[src/mcs_pkg.sv]
// shared constants and types for the module control/status block
package mcs_pkg;
  // 2-wire management address, 7-bit form of the 8-bit A2h
  localparam logic [6:0] MCS_DEV_ADDR     = 7'h51;
  localparam logic [7:0] MCS_RX_SOFT_OFF  = 8'h6e;
  localparam logic [7:0] MCS_TX_SOFT_OFF  = 8'h76;
  localparam int         MCS_SEL_BIT      = 3;
  localparam logic       MCS_SEL_RESET    = 1'b0;
  localparam logic [3:0] MCS_BYTE_BITS    = 4'h8;
  localparam logic [7:0] MCS_UNMAPPED_VAL = 8'h00;

  typedef enum logic [8:0] {
    MCS_ST_IDLE = 9'h001,
    MCS_ST_ADDR = 9'h002,
    MCS_ST_AACK = 9'h004,
    MCS_ST_OFFS = 9'h008,
    MCS_ST_OACK = 9'h010,
    MCS_ST_WR   = 9'h020,
    MCS_ST_WACK = 9'h040,
    MCS_ST_RD   = 9'h080,
    MCS_ST_RACK = 9'h100
  } mcs_state_t;
endpackage : mcs_pkg

[src/mcs_twi_slave.sv]
// 2-wire serial management slave, oversampled on mclk
`timescale 1ns/1ns
`default_nettype none
module mcs_twi_slave (
  // clock and reset
  input  wire logic       mclk,
  input  wire logic       rst_b,
  input  wire logic       ce,
  // 2-wire pins
  input  wire logic       scl_i,
  input  wire logic       sda_i,
  output logic            sda_o,
  output logic            sda_oe,
  // register side
  output logic            wr_en,
  output logic [7:0]      wr_addr,
  output logic [7:0]      wr_data,
  output logic [7:0]      rd_addr,
  input  wire logic [7:0] rd_data
);
  logic [1:0]        scl_a_q, sda_a_q;
  logic              scl_b_q, sda_b_q;
  logic              scl_p_q, sda_p_q;
  mcs_pkg::mcs_state_t state_q;
  logic [7:0]        sh_q;
  logic [3:0]        cnt_q;
  logic [7:0]        ptr_q;
  logic              rw_q;
  logic              nack_q;
  logic              wr_q;
  logic              scl_rise, scl_fall, start_det, stop_det;

  // three-stage synchronisers, then one more stage for edge detection
  always_ff @(posedge mclk or negedge rst_b) begin
    if (!rst_b) begin
      scl_a_q <= 2'h3;
      sda_a_q <= 2'h3;
      scl_b_q <= 1'b1;
      sda_b_q <= 1'b1;
      scl_p_q <= 1'b1;
      sda_p_q <= 1'b1;
    end else if (ce) begin
      scl_a_q <= {scl_a_q[0], scl_i};
      sda_a_q <= {sda_a_q[0], sda_i};
      scl_b_q <= scl_a_q[1];
      sda_b_q <= sda_a_q[1];
      scl_p_q <= scl_b_q;
      sda_p_q <= sda_b_q;
    end
  end

  assign scl_rise  = ce & scl_b_q & ~scl_p_q;
  assign scl_fall  = ce & ~scl_b_q & scl_p_q;
  assign start_det = ce & scl_b_q & scl_p_q & ~sda_b_q & sda_p_q;
  assign stop_det  = ce & scl_b_q & scl_p_q & sda_b_q & ~sda_p_q;

  always_ff @(posedge mclk or negedge rst_b) begin
    if (!rst_b) begin
      state_q <= mcs_pkg::MCS_ST_IDLE;
      sh_q    <= 8'h00;
      cnt_q   <= 4'h0;
      ptr_q   <= 8'h00;
      rw_q    <= 1'b0;
      nack_q  <= 1'b0;
      wr_q    <= 1'b0;
    end else if (ce) begin
      wr_q <= 1'b0;
      if (start_det) begin
        state_q <= mcs_pkg::MCS_ST_ADDR;
        cnt_q   <= 4'h0;
      end else if (stop_det) begin
        state_q <= mcs_pkg::MCS_ST_IDLE;
      end else begin
        unique case (state_q)
          mcs_pkg::MCS_ST_IDLE: ;
          mcs_pkg::MCS_ST_ADDR, mcs_pkg::MCS_ST_OFFS, mcs_pkg::MCS_ST_WR: begin
            if (scl_rise) begin
              sh_q  <= {sh_q[6:0], sda_b_q};
              cnt_q <= cnt_q + 4'h1;
            end else if (scl_fall && cnt_q == mcs_pkg::MCS_BYTE_BITS) begin
              cnt_q <= 4'h0;
              if (state_q == mcs_pkg::MCS_ST_ADDR) begin
                // only the management device address is answered
                if (sh_q[7:1] == mcs_pkg::MCS_DEV_ADDR) begin // RL10
                  state_q <= mcs_pkg::MCS_ST_AACK;
                  rw_q    <= sh_q[0];
                end else begin
                  state_q <= mcs_pkg::MCS_ST_IDLE;
                end
              end else if (state_q == mcs_pkg::MCS_ST_OFFS) begin
                state_q <= mcs_pkg::MCS_ST_OACK;
                ptr_q   <= sh_q;
              end else begin
                state_q <= mcs_pkg::MCS_ST_WACK;
                wr_q    <= 1'b1;
              end
            end
          end
          mcs_pkg::MCS_ST_AACK: begin
            if (scl_fall) begin
              if (rw_q) begin
                state_q <= mcs_pkg::MCS_ST_RD;
                sh_q    <= rd_data;
              end else begin
                state_q <= mcs_pkg::MCS_ST_OFFS;
              end
            end
          end
          mcs_pkg::MCS_ST_OACK: if (scl_fall) state_q <= mcs_pkg::MCS_ST_WR;
          mcs_pkg::MCS_ST_WACK: begin
            if (scl_fall) begin
              state_q <= mcs_pkg::MCS_ST_WR;
              ptr_q   <= ptr_q + 8'h01;
            end
          end
          mcs_pkg::MCS_ST_RD: begin
            if (scl_fall) begin
              if (cnt_q == mcs_pkg::MCS_BYTE_BITS - 4'h1) begin
                state_q <= mcs_pkg::MCS_ST_RACK;
                cnt_q   <= 4'h0;
                ptr_q   <= ptr_q + 8'h01;
              end else begin
                sh_q  <= {sh_q[6:0], 1'b0};
                cnt_q <= cnt_q + 4'h1;
              end
            end
          end
          mcs_pkg::MCS_ST_RACK: begin
            if (scl_rise) begin
              nack_q <= sda_b_q;
            end else if (scl_fall) begin
              // a nack from the host ends the read burst
              if (nack_q) begin
                state_q <= mcs_pkg::MCS_ST_IDLE;
              end else begin
                state_q <= mcs_pkg::MCS_ST_RD;
                sh_q    <= rd_data;
              end
            end
          end
        endcase
      end
    end
  end

  // open drain: only ever pull low
  assign sda_o   = 1'b0;
  assign sda_oe  = (state_q == mcs_pkg::MCS_ST_AACK) | (state_q == mcs_pkg::MCS_ST_OACK) |
                   (state_q == mcs_pkg::MCS_ST_WACK) | ((state_q == mcs_pkg::MCS_ST_RD) & ~sh_q[7]);
  assign wr_en   = wr_q;
  assign wr_addr = ptr_q;
  assign wr_data = sh_q;
  assign rd_addr = ptr_q;
endmodule : mcs_twi_slave
`default_nettype wire

[src/mcs_top.sv]
// low-speed control and status logic of the pluggable transceiver module
`timescale 1ns/1ns
`default_nettype none
// What this block does
// RL1 - transmitter fault raises fault output high
// RL2 - disable high or floating turns transmitter off
// RL3 - disable input also clears reported fault
// RL4 - module-absent tied low while module present
// RL5 - low optical input raises signal-lost output
// RL6 - rx retimer bypass only when pin, bit zero
// RL7 - tx retimer bypass only when pin, bit zero
// RL8 - soft select bits default to zero
// RL9 - undriven hard select pins read zero
// RL10 - management bits reached at 2-wire address A2h
// RL11 - fault latched until disable pulsed, then re-evaluated
module mcs_top (
  // clock and reset
  input  wire logic mclk,
  input  wire logic rst_b,
  input  wire logic ce,
  // host control pins
  input  wire logic tx_disable,
  input  wire logic rx_retimer_select_pin,
  input  wire logic tx_retimer_select_pin,
  // module-side conditions
  input  wire logic laser_fault_cond,
  input  wire logic rx_power_low,
  // host status pins
  output logic      tx_fault,
  output logic      rx_signal_lost_flag,
  output logic      module_absent_flag,
  // 2-wire management pins
  input  wire logic scl_i,
  input  wire logic sda_i,
  output logic      sda_o,
  output logic      sda_oe,
  // module internals
  output logic      tx_laser_on,
  output logic      rx_retimer_engaged,
  output logic      tx_retimer_engaged
);
  localparam int PIN_N = 5;

  logic [PIN_N-1:0] pin_a_q;
  logic [PIN_N-1:0] pin_b_q;
  logic             dis_prev_q;
  logic             fault_q;
  logic             los_q;
  logic             rx_bit_q;
  logic             tx_bit_q;
  logic             wr_en;
  logic [7:0]       wr_addr;
  logic [7:0]       wr_data;
  logic [7:0]       rd_addr;
  logic [7:0]       rd_data;
  logic             dis_s, rx_pin_s, tx_pin_s, fault_s, low_s;
  logic             dis_release;
  logic             wr_sel_bit;

  // reads of a soft select byte: only the select bit is live
  function automatic logic [7:0] mcs_read_byte(input logic [7:0] addr, input logic rx_b, input logic tx_b);
    logic [7:0] v;
    v = mcs_pkg::MCS_UNMAPPED_VAL;
    if (addr == mcs_pkg::MCS_RX_SOFT_OFF) v[mcs_pkg::MCS_SEL_BIT] = rx_b;
    if (addr == mcs_pkg::MCS_TX_SOFT_OFF) v[mcs_pkg::MCS_SEL_BIT] = tx_b;
    return v;
  endfunction : mcs_read_byte

  // pin synchronisers; disable and low power reset high, so the laser
  // stays dark and no light is reported in the first cycles after reset
  always_ff @(posedge mclk or negedge rst_b) begin
    if (!rst_b) begin
      pin_a_q <= 5'h11;
      pin_b_q <= 5'h11;
    end else if (ce) begin
      pin_a_q <= {rx_power_low, laser_fault_cond, tx_retimer_select_pin, rx_retimer_select_pin, tx_disable};
      pin_b_q <= pin_a_q;
    end
  end

  assign dis_s    = pin_b_q[0];
  assign rx_pin_s = pin_b_q[1];
  assign tx_pin_s = pin_b_q[2];
  assign fault_s  = pin_b_q[3];
  assign low_s    = pin_b_q[4];

  always_ff @(posedge mclk or negedge rst_b) begin
    if (!rst_b) begin
      dis_prev_q <= 1'b1;
    end else if (ce) begin
      dis_prev_q <= dis_s;
    end
  end

  assign dis_release = dis_prev_q & ~dis_s;

  // fault latch: a live condition wins over the release clear
  always_ff @(posedge mclk or negedge rst_b) begin
    if (!rst_b) begin
      fault_q <= 1'b0;
    end else if (ce) begin
      if (fault_s) begin
        fault_q <= 1'b1; // RL1
      end else if (dis_release) begin
        fault_q <= 1'b0; // RL3 RL11
      end
    end
  end

  always_ff @(posedge mclk or negedge rst_b) begin
    if (!rst_b) begin
      los_q <= 1'b1;
    end else if (ce) begin
      los_q <= low_s; // RL5
    end
  end

  // soft select bits; other bits of the bytes are not stored
  always_ff @(posedge mclk or negedge rst_b) begin
    if (!rst_b) begin
      rx_bit_q <= mcs_pkg::MCS_SEL_RESET; // RL8
      tx_bit_q <= mcs_pkg::MCS_SEL_RESET; // RL8
    end else if (ce && wr_en) begin
      if (wr_addr == mcs_pkg::MCS_RX_SOFT_OFF) rx_bit_q <= wr_sel_bit;
      if (wr_addr == mcs_pkg::MCS_TX_SOFT_OFF) tx_bit_q <= wr_sel_bit;
    end
  end

  // written select bit, shared by both soft bytes
  assign wr_sel_bit = wr_data[mcs_pkg::MCS_SEL_BIT];
  assign rd_data    = mcs_read_byte(rd_addr, rx_bit_q, tx_bit_q);

  mcs_twi_slave u_twi (
    .mclk    (mclk),
    .rst_b   (rst_b),
    .ce      (ce),
    .scl_i   (scl_i),
    .sda_i   (sda_i),
    .sda_o   (sda_o),
    .sda_oe  (sda_oe),
    .wr_en   (wr_en),
    .wr_addr (wr_addr),
    .wr_data (wr_data),
    .rd_addr (rd_addr),
    .rd_data (rd_data)
  );

  // an open disable pin is pulled high outside, so it reads as off
  assign tx_laser_on         = ~dis_s; // RL2
  assign tx_fault            = fault_q;
  assign rx_signal_lost_flag = los_q;
  // strapped to module ground; the host pull-up shows absence
  assign module_absent_flag  = 1'b0; // RL4
  // an undriven hard pin is pulled to ground outside, reading as bypass
  assign rx_retimer_engaged  = rx_pin_s | rx_bit_q; // RL6 RL9
  assign tx_retimer_engaged  = tx_pin_s | tx_bit_q; // RL7 RL9
endmodule : mcs_top
`default_nettype wire

[config.mk]
export PLATFORM = sky130hd
export DESIGN_NAME = mcs_top
export DESIGN_NICKNAME = d
export VERILOG_FILES = /design/src/mcs_pkg.sv /design/src/mcs_twi_slave.sv /design/src/mcs_top.sv
export SDC_FILE = /design/constraint.sdc
export NUM_CORES = 1
export LEC_CHECK = 0
export BUFFER_PORTS_ARGS = -buffer_cell sky130_fd_sc_hd__buf_2
export CAP_MARGIN = 10
export CELL_PAD_IN_SITES_DETAIL_PLACEMENT = 0
export CELL_PAD_IN_SITES_GLOBAL_PLACEMENT = 2
export CORE_UTILIZATION = 40
export CTS_CLUSTER_DIAMETER = 60
export CTS_CLUSTER_SIZE = 30
export DETAILED_ROUTE_END_ITERATION = 6
export HOLD_SLACK_MARGIN = 0.05
export PLACE_DENSITY = 0.89
export SLEW_MARGIN = 10
export SYNTH_ARGS = -nofsm -noshare
export SYNTH_HDL_FRONTEND = slang
export SYNTH_SLANG_ARGS = --single-unit
[constraint.sdc]
create_clock -name mclk -period 2.4 [get_ports mclk]
set_input_delay 0.12 -clock mclk [delete_from_list [all_inputs] [get_ports mclk]]
set_output_delay 0.12 -clock mclk [all_outputs]
set_load 0.02 [all_outputs]
==> flow_summary.json <==
{
  "timing.hold.ws_ns": 0.167,
  "fillers": 699,
  "cp-end-kind": "register",
  "place.gp.congestion": 0.904,
  "seq_power_share_pct": 40.2,
  "fp-row-count": 31,
  "grt_use_total_pct": 18.9,
  "clk_transition_reported_paths_ns": 0.11,
  "met3_usage_pct": 3.79,
  "origin_of_the_critical_flop_to_flop_path": "u_twi.state_q[5]",
  "cp_cell_sequence": "nor4_4, buf_4, nand2_1, a21oi_2, or3b_2, o211a_4, mux2_2",
  "achievable-frequency_ghz": 0.439,
  "yosys_most_used_dff": "sky130_fd_sc_hd__dfrtp_1",
  "power_leakage_nw": 1.54,
  "synth-seq-cells": 55,
  "switching_share_pct": 39.2,
  "mostFrequentLayoutCells": "40 x sky130_fd_sc_hd__dfrtp_1, 33 x sky130_fd_sc_hd__mux2_2, 25 x sky130_fd_sc_hd__nor2_1",
  "netlist_top_cells_area": "sky130_fd_sc_hd__dfrtp_1 33%, sky130_fd_sc_hd__dfstp_2 13%, sky130_fd_sc_hd__mux2_2 12%",
  "fp.dieW_um": 89.2,
  "max_stage_delay_ns": 0.49,
  "worst-path-buf-inv": 1,
  "groute.layer.met2.usage_pct": 29.8,
  "die_h_um": 89.2,
  "cell_count_after_placement": 422,
  "finish.cell_count_without_fillers": 441,
  "drt-vias-per-instance": 5.38,
  "capture_instance_of_the_worst_register_to_register_path": "u_twi.state_q[7]",
  "power.share.combinational_pct": 42.3,
  "grt_antenna_before_repair": 0,
  "grt.busiest_layer": "met2",
  "met1_layer_usage_reported_by_global_route_pct": 27.2,
  "async_flop_share_pct": 100,
  "clk-insertion-delay-late_ns": 0.31,
  "synth_edf_count": 0,
  "synth.yosys.warnings": 0,
  "outcome": "completed",
  "slowest_stage": "sky130_fd_sc_hd__dfrtp_1",
  "pwr_density_cell_nw_per_um2": 884,
  "tritoncts_num_sinks": 55,
  "drtIter0Drc": 204,
  "r2r.worst_path.cells": 7,
  "initial_utilization_pct": 41.7,
  "netlist_instances": 301,
  "p_total_mw": 3.12,
  "nature_of_the_critical_path_startpoint": "register",
  "worstHoldPathCells": 2,
  "final_critical_path_required_period_ns": 2.28,
  "critPathCapture": "u_twi.state_q[7]",
  "max-cap-violations": 0,
  "routed_wl_um": 6730,
  "hold_violations": 0,
  "insertedDiodeCount": 0,
  "firstDrtPassIters": 4,
  "hp-class": "in -> reg",
  "power_switching_mw": 1.22,
  "clock_tree.buffer_depth": 2,
  "maxSlewHeadroom_pct": 51.0,
  "tritoncts_clock_tree": "yes",
  "power.ir.vdd_worst_mv": 0.394,
  "post-route-worst-setup-slack_ns": 0.123,
  "layout.cells.most_common": "sky130_fd_sc_hd__dfrtp_1",
  "routed_wire_per_std_cell_um": 15.3,
  "final_max_slew_viol_count": 0,
  "timing.critical_path.arrival_ns": 2.48,
  "worstPathRequired_ns": 2.60,
  "critical_path_depth": 7,
  "internal_power_mw": 1.90,
  "clock-skew-final_ns": 0.00649,
  "globalRouteOverflowTotal": 0,
  "startpoint": "u_twi.state_q[5]",
  "placeableCoreArea_um2": 7290,
  "synth_top_cell_by_area": "sky130_fd_sc_hd__dfrtp_1",
  "postRouteAntennaNets": 0,
  "pin_count_of_the_biggest_net_entering_global_routing": 34,
  "cts-buffers-inserted": 5,
  "p_clk_share_pct": 17.4,
  "via_count": 2373,
  "rsz0062_at_grt": "yes",
  "syn_area_per_cell_um2": 10.1,
  "timing.critical_path.fanout_max": 7,
  "pre_cts_slack_ns": 0.116,
  "drive_gt1_share_pct": 31.0,
  "yosys.cell_types.count": 57,
  "fin_crit_sh_pct": 94.9,
  "post_synth_instance_area_um2": 3040,
  "synthesis_to_layout_area_growth_pct": 16.3,
  "post-synth-top-area-fraction_pct": 32.9,
  "portBuffers": 15,
  "grt_first_pass_wirelength_um": 11400,
  "route.detailed.drc": 0,
  "grt_pass1_vias": 2342,
  "slack_of_the_worst_reg_to_reg_path_ns": 0.12,
  "fp.dieArea_um2": 7950,
  "io-pin-count": 18,
  "ys_seq_area_share_pct": 45.9,
  "timing.final.setup_violations": 0,
  "final_net_count": 355,
  "h-tree-depth": 2,
  "place_hpwl_um": 4980,
  "tightestPinTransition_ns": 0.735,
  "cts_root_buffer": "sky130_fd_sc_hd__clkbuf_8",
  "critical_path_class": "reg -> reg",
  "crit_family": "simple AND/OR/NAND/NOR gates"
}
## cell usage after synthesis, types with 3 or more instances
cell type and number:
sky130_fd_sc_hd__dfrtp_1 40, sky130_fd_sc_hd__mux2_2 33, sky130_fd_sc_hd__nor2_1 25, sky130_fd_sc_hd__o21ai_0 24
sky130_fd_sc_hd__nand2_1 19, sky130_fd_sc_hd__dfstp_2 15, sky130_fd_sc_hd__inv_1 14, sky130_fd_sc_hd__a21oi_1 12
sky130_fd_sc_hd__nand3_1 9, sky130_fd_sc_hd__nor2b_1 9, sky130_fd_sc_hd__nand4_1 8, sky130_fd_sc_hd__clkbuf_1 7
sky130_fd_sc_hd__nand3b_1 5, sky130_fd_sc_hd__o22ai_1 5, sky130_fd_sc_hd__or2_2 5, sky130_fd_sc_hd__a31oi_1 4
sky130_fd_sc_hd__ha_1 4, sky130_fd_sc_hd__nor3_1 4, sky130_fd_sc_hd__xor2_1 4, sky130_fd_sc_hd__clkbuf_2 3
sky130_fd_sc_hd__nor4_1 3, sky130_fd_sc_hd__o211ai_1 3
## power by group through the flow
stage	clock, mW	sequential, mW	combinational, mW
after detailed placement	0	1.27	1.26
after global placement	0	1.26	1.26
final	0.545	1.26	1.32
after floorplan	0	1.22	0.893
after CTS	0.567	1.25	1.27
after global routing	0.606	1.28	1.45
## metal layers
| metal | wire length [um] | share of wire, % |
|---|---|---|
| met4 | 61 | 0.91 |
| met2 | 3080 | 46 |
| met5 | 0 | 0 |
| met3 | 290 | 4.3 |
| met1 | 3300 | 49 |
## area by class of cell
| type | count | area (um2) | share of cell area (%) |
|---|---|---|---|
| Clock inverter | 3 | 27.5 | 0.779 |
| Tap cell | 99 | 124 | 3.51 |
| Inverter | 14 | 52.6 | 1.49 |
| Multi-Input combinational cell | 220 | 1550 | 43.7 |
| Timing Repair Buffer | 45 | 320 | 9.07 |
| Sequential cell | 55 | 1400 | 39.5 |
| Clock buffer | 5 | 68.8 | 1.95 |
## worst min path at each step
stage / to / slack, ns / startpoint
global route: u_twi.wr_en / 0.18 / ce
detailed placement: u_twi.cnt_q[1] / 0.22 / rst_b
global placement: u_twi.cnt_q[1] / 0.21 / rst_b
floorplan: pin_a_q[1] / -0.18 / rst_b
CTS: u_twi.wr_en / 0.15 / ce
finish: u_twi.wr_en / 0.17 / ce
## sequential cells by signal, summed over array words and instances (netlist names), 2 cells and up
signal         flops
u_twi.sda_a_q      2
u_twi.wr_data      8
pin_a_q            5
u_twi.cnt_q        4
pin_b_q            5
u_twi.state_q      9
u_twi.rd_addr      8
u_twi.scl_a_q      2
## per-stage QoR
step	utilization (%)	cell area, um2	TNS [ns]
after floorplan	-	3040	0
after global placement	45.6	3320	0
after detailed placement	45.6	3320	0
after CTS	48.0	3500	0
after global routing	48.5	3530	-0.0000435
final	48.5	3530	0
## kinds of logic after synthesis
| family | synth area share [%] |
|---|---|
| xor gates and xnor gates | 1.44 |
| other | 0.123 |
| muxes | 12.2 |
| DFF | 45.9 |
| and+or+nand+nor | 21.1 |
| AOI/OAI and AO/OA | 13.8 |
| adders and majority gates | 1.65 |
| buffers and inverters | 3.70 |
## repair_timing
action | CTS | global route
hold buffers | 8 | 0
endpoints found under the hold margin | 24 | 0
resized for setup | 0 | 1
buffers inserted | 0 | 3
endpoints found under the setup margin | 0 | 13
No activity file was read; power rests on OpenSTA's default activity.
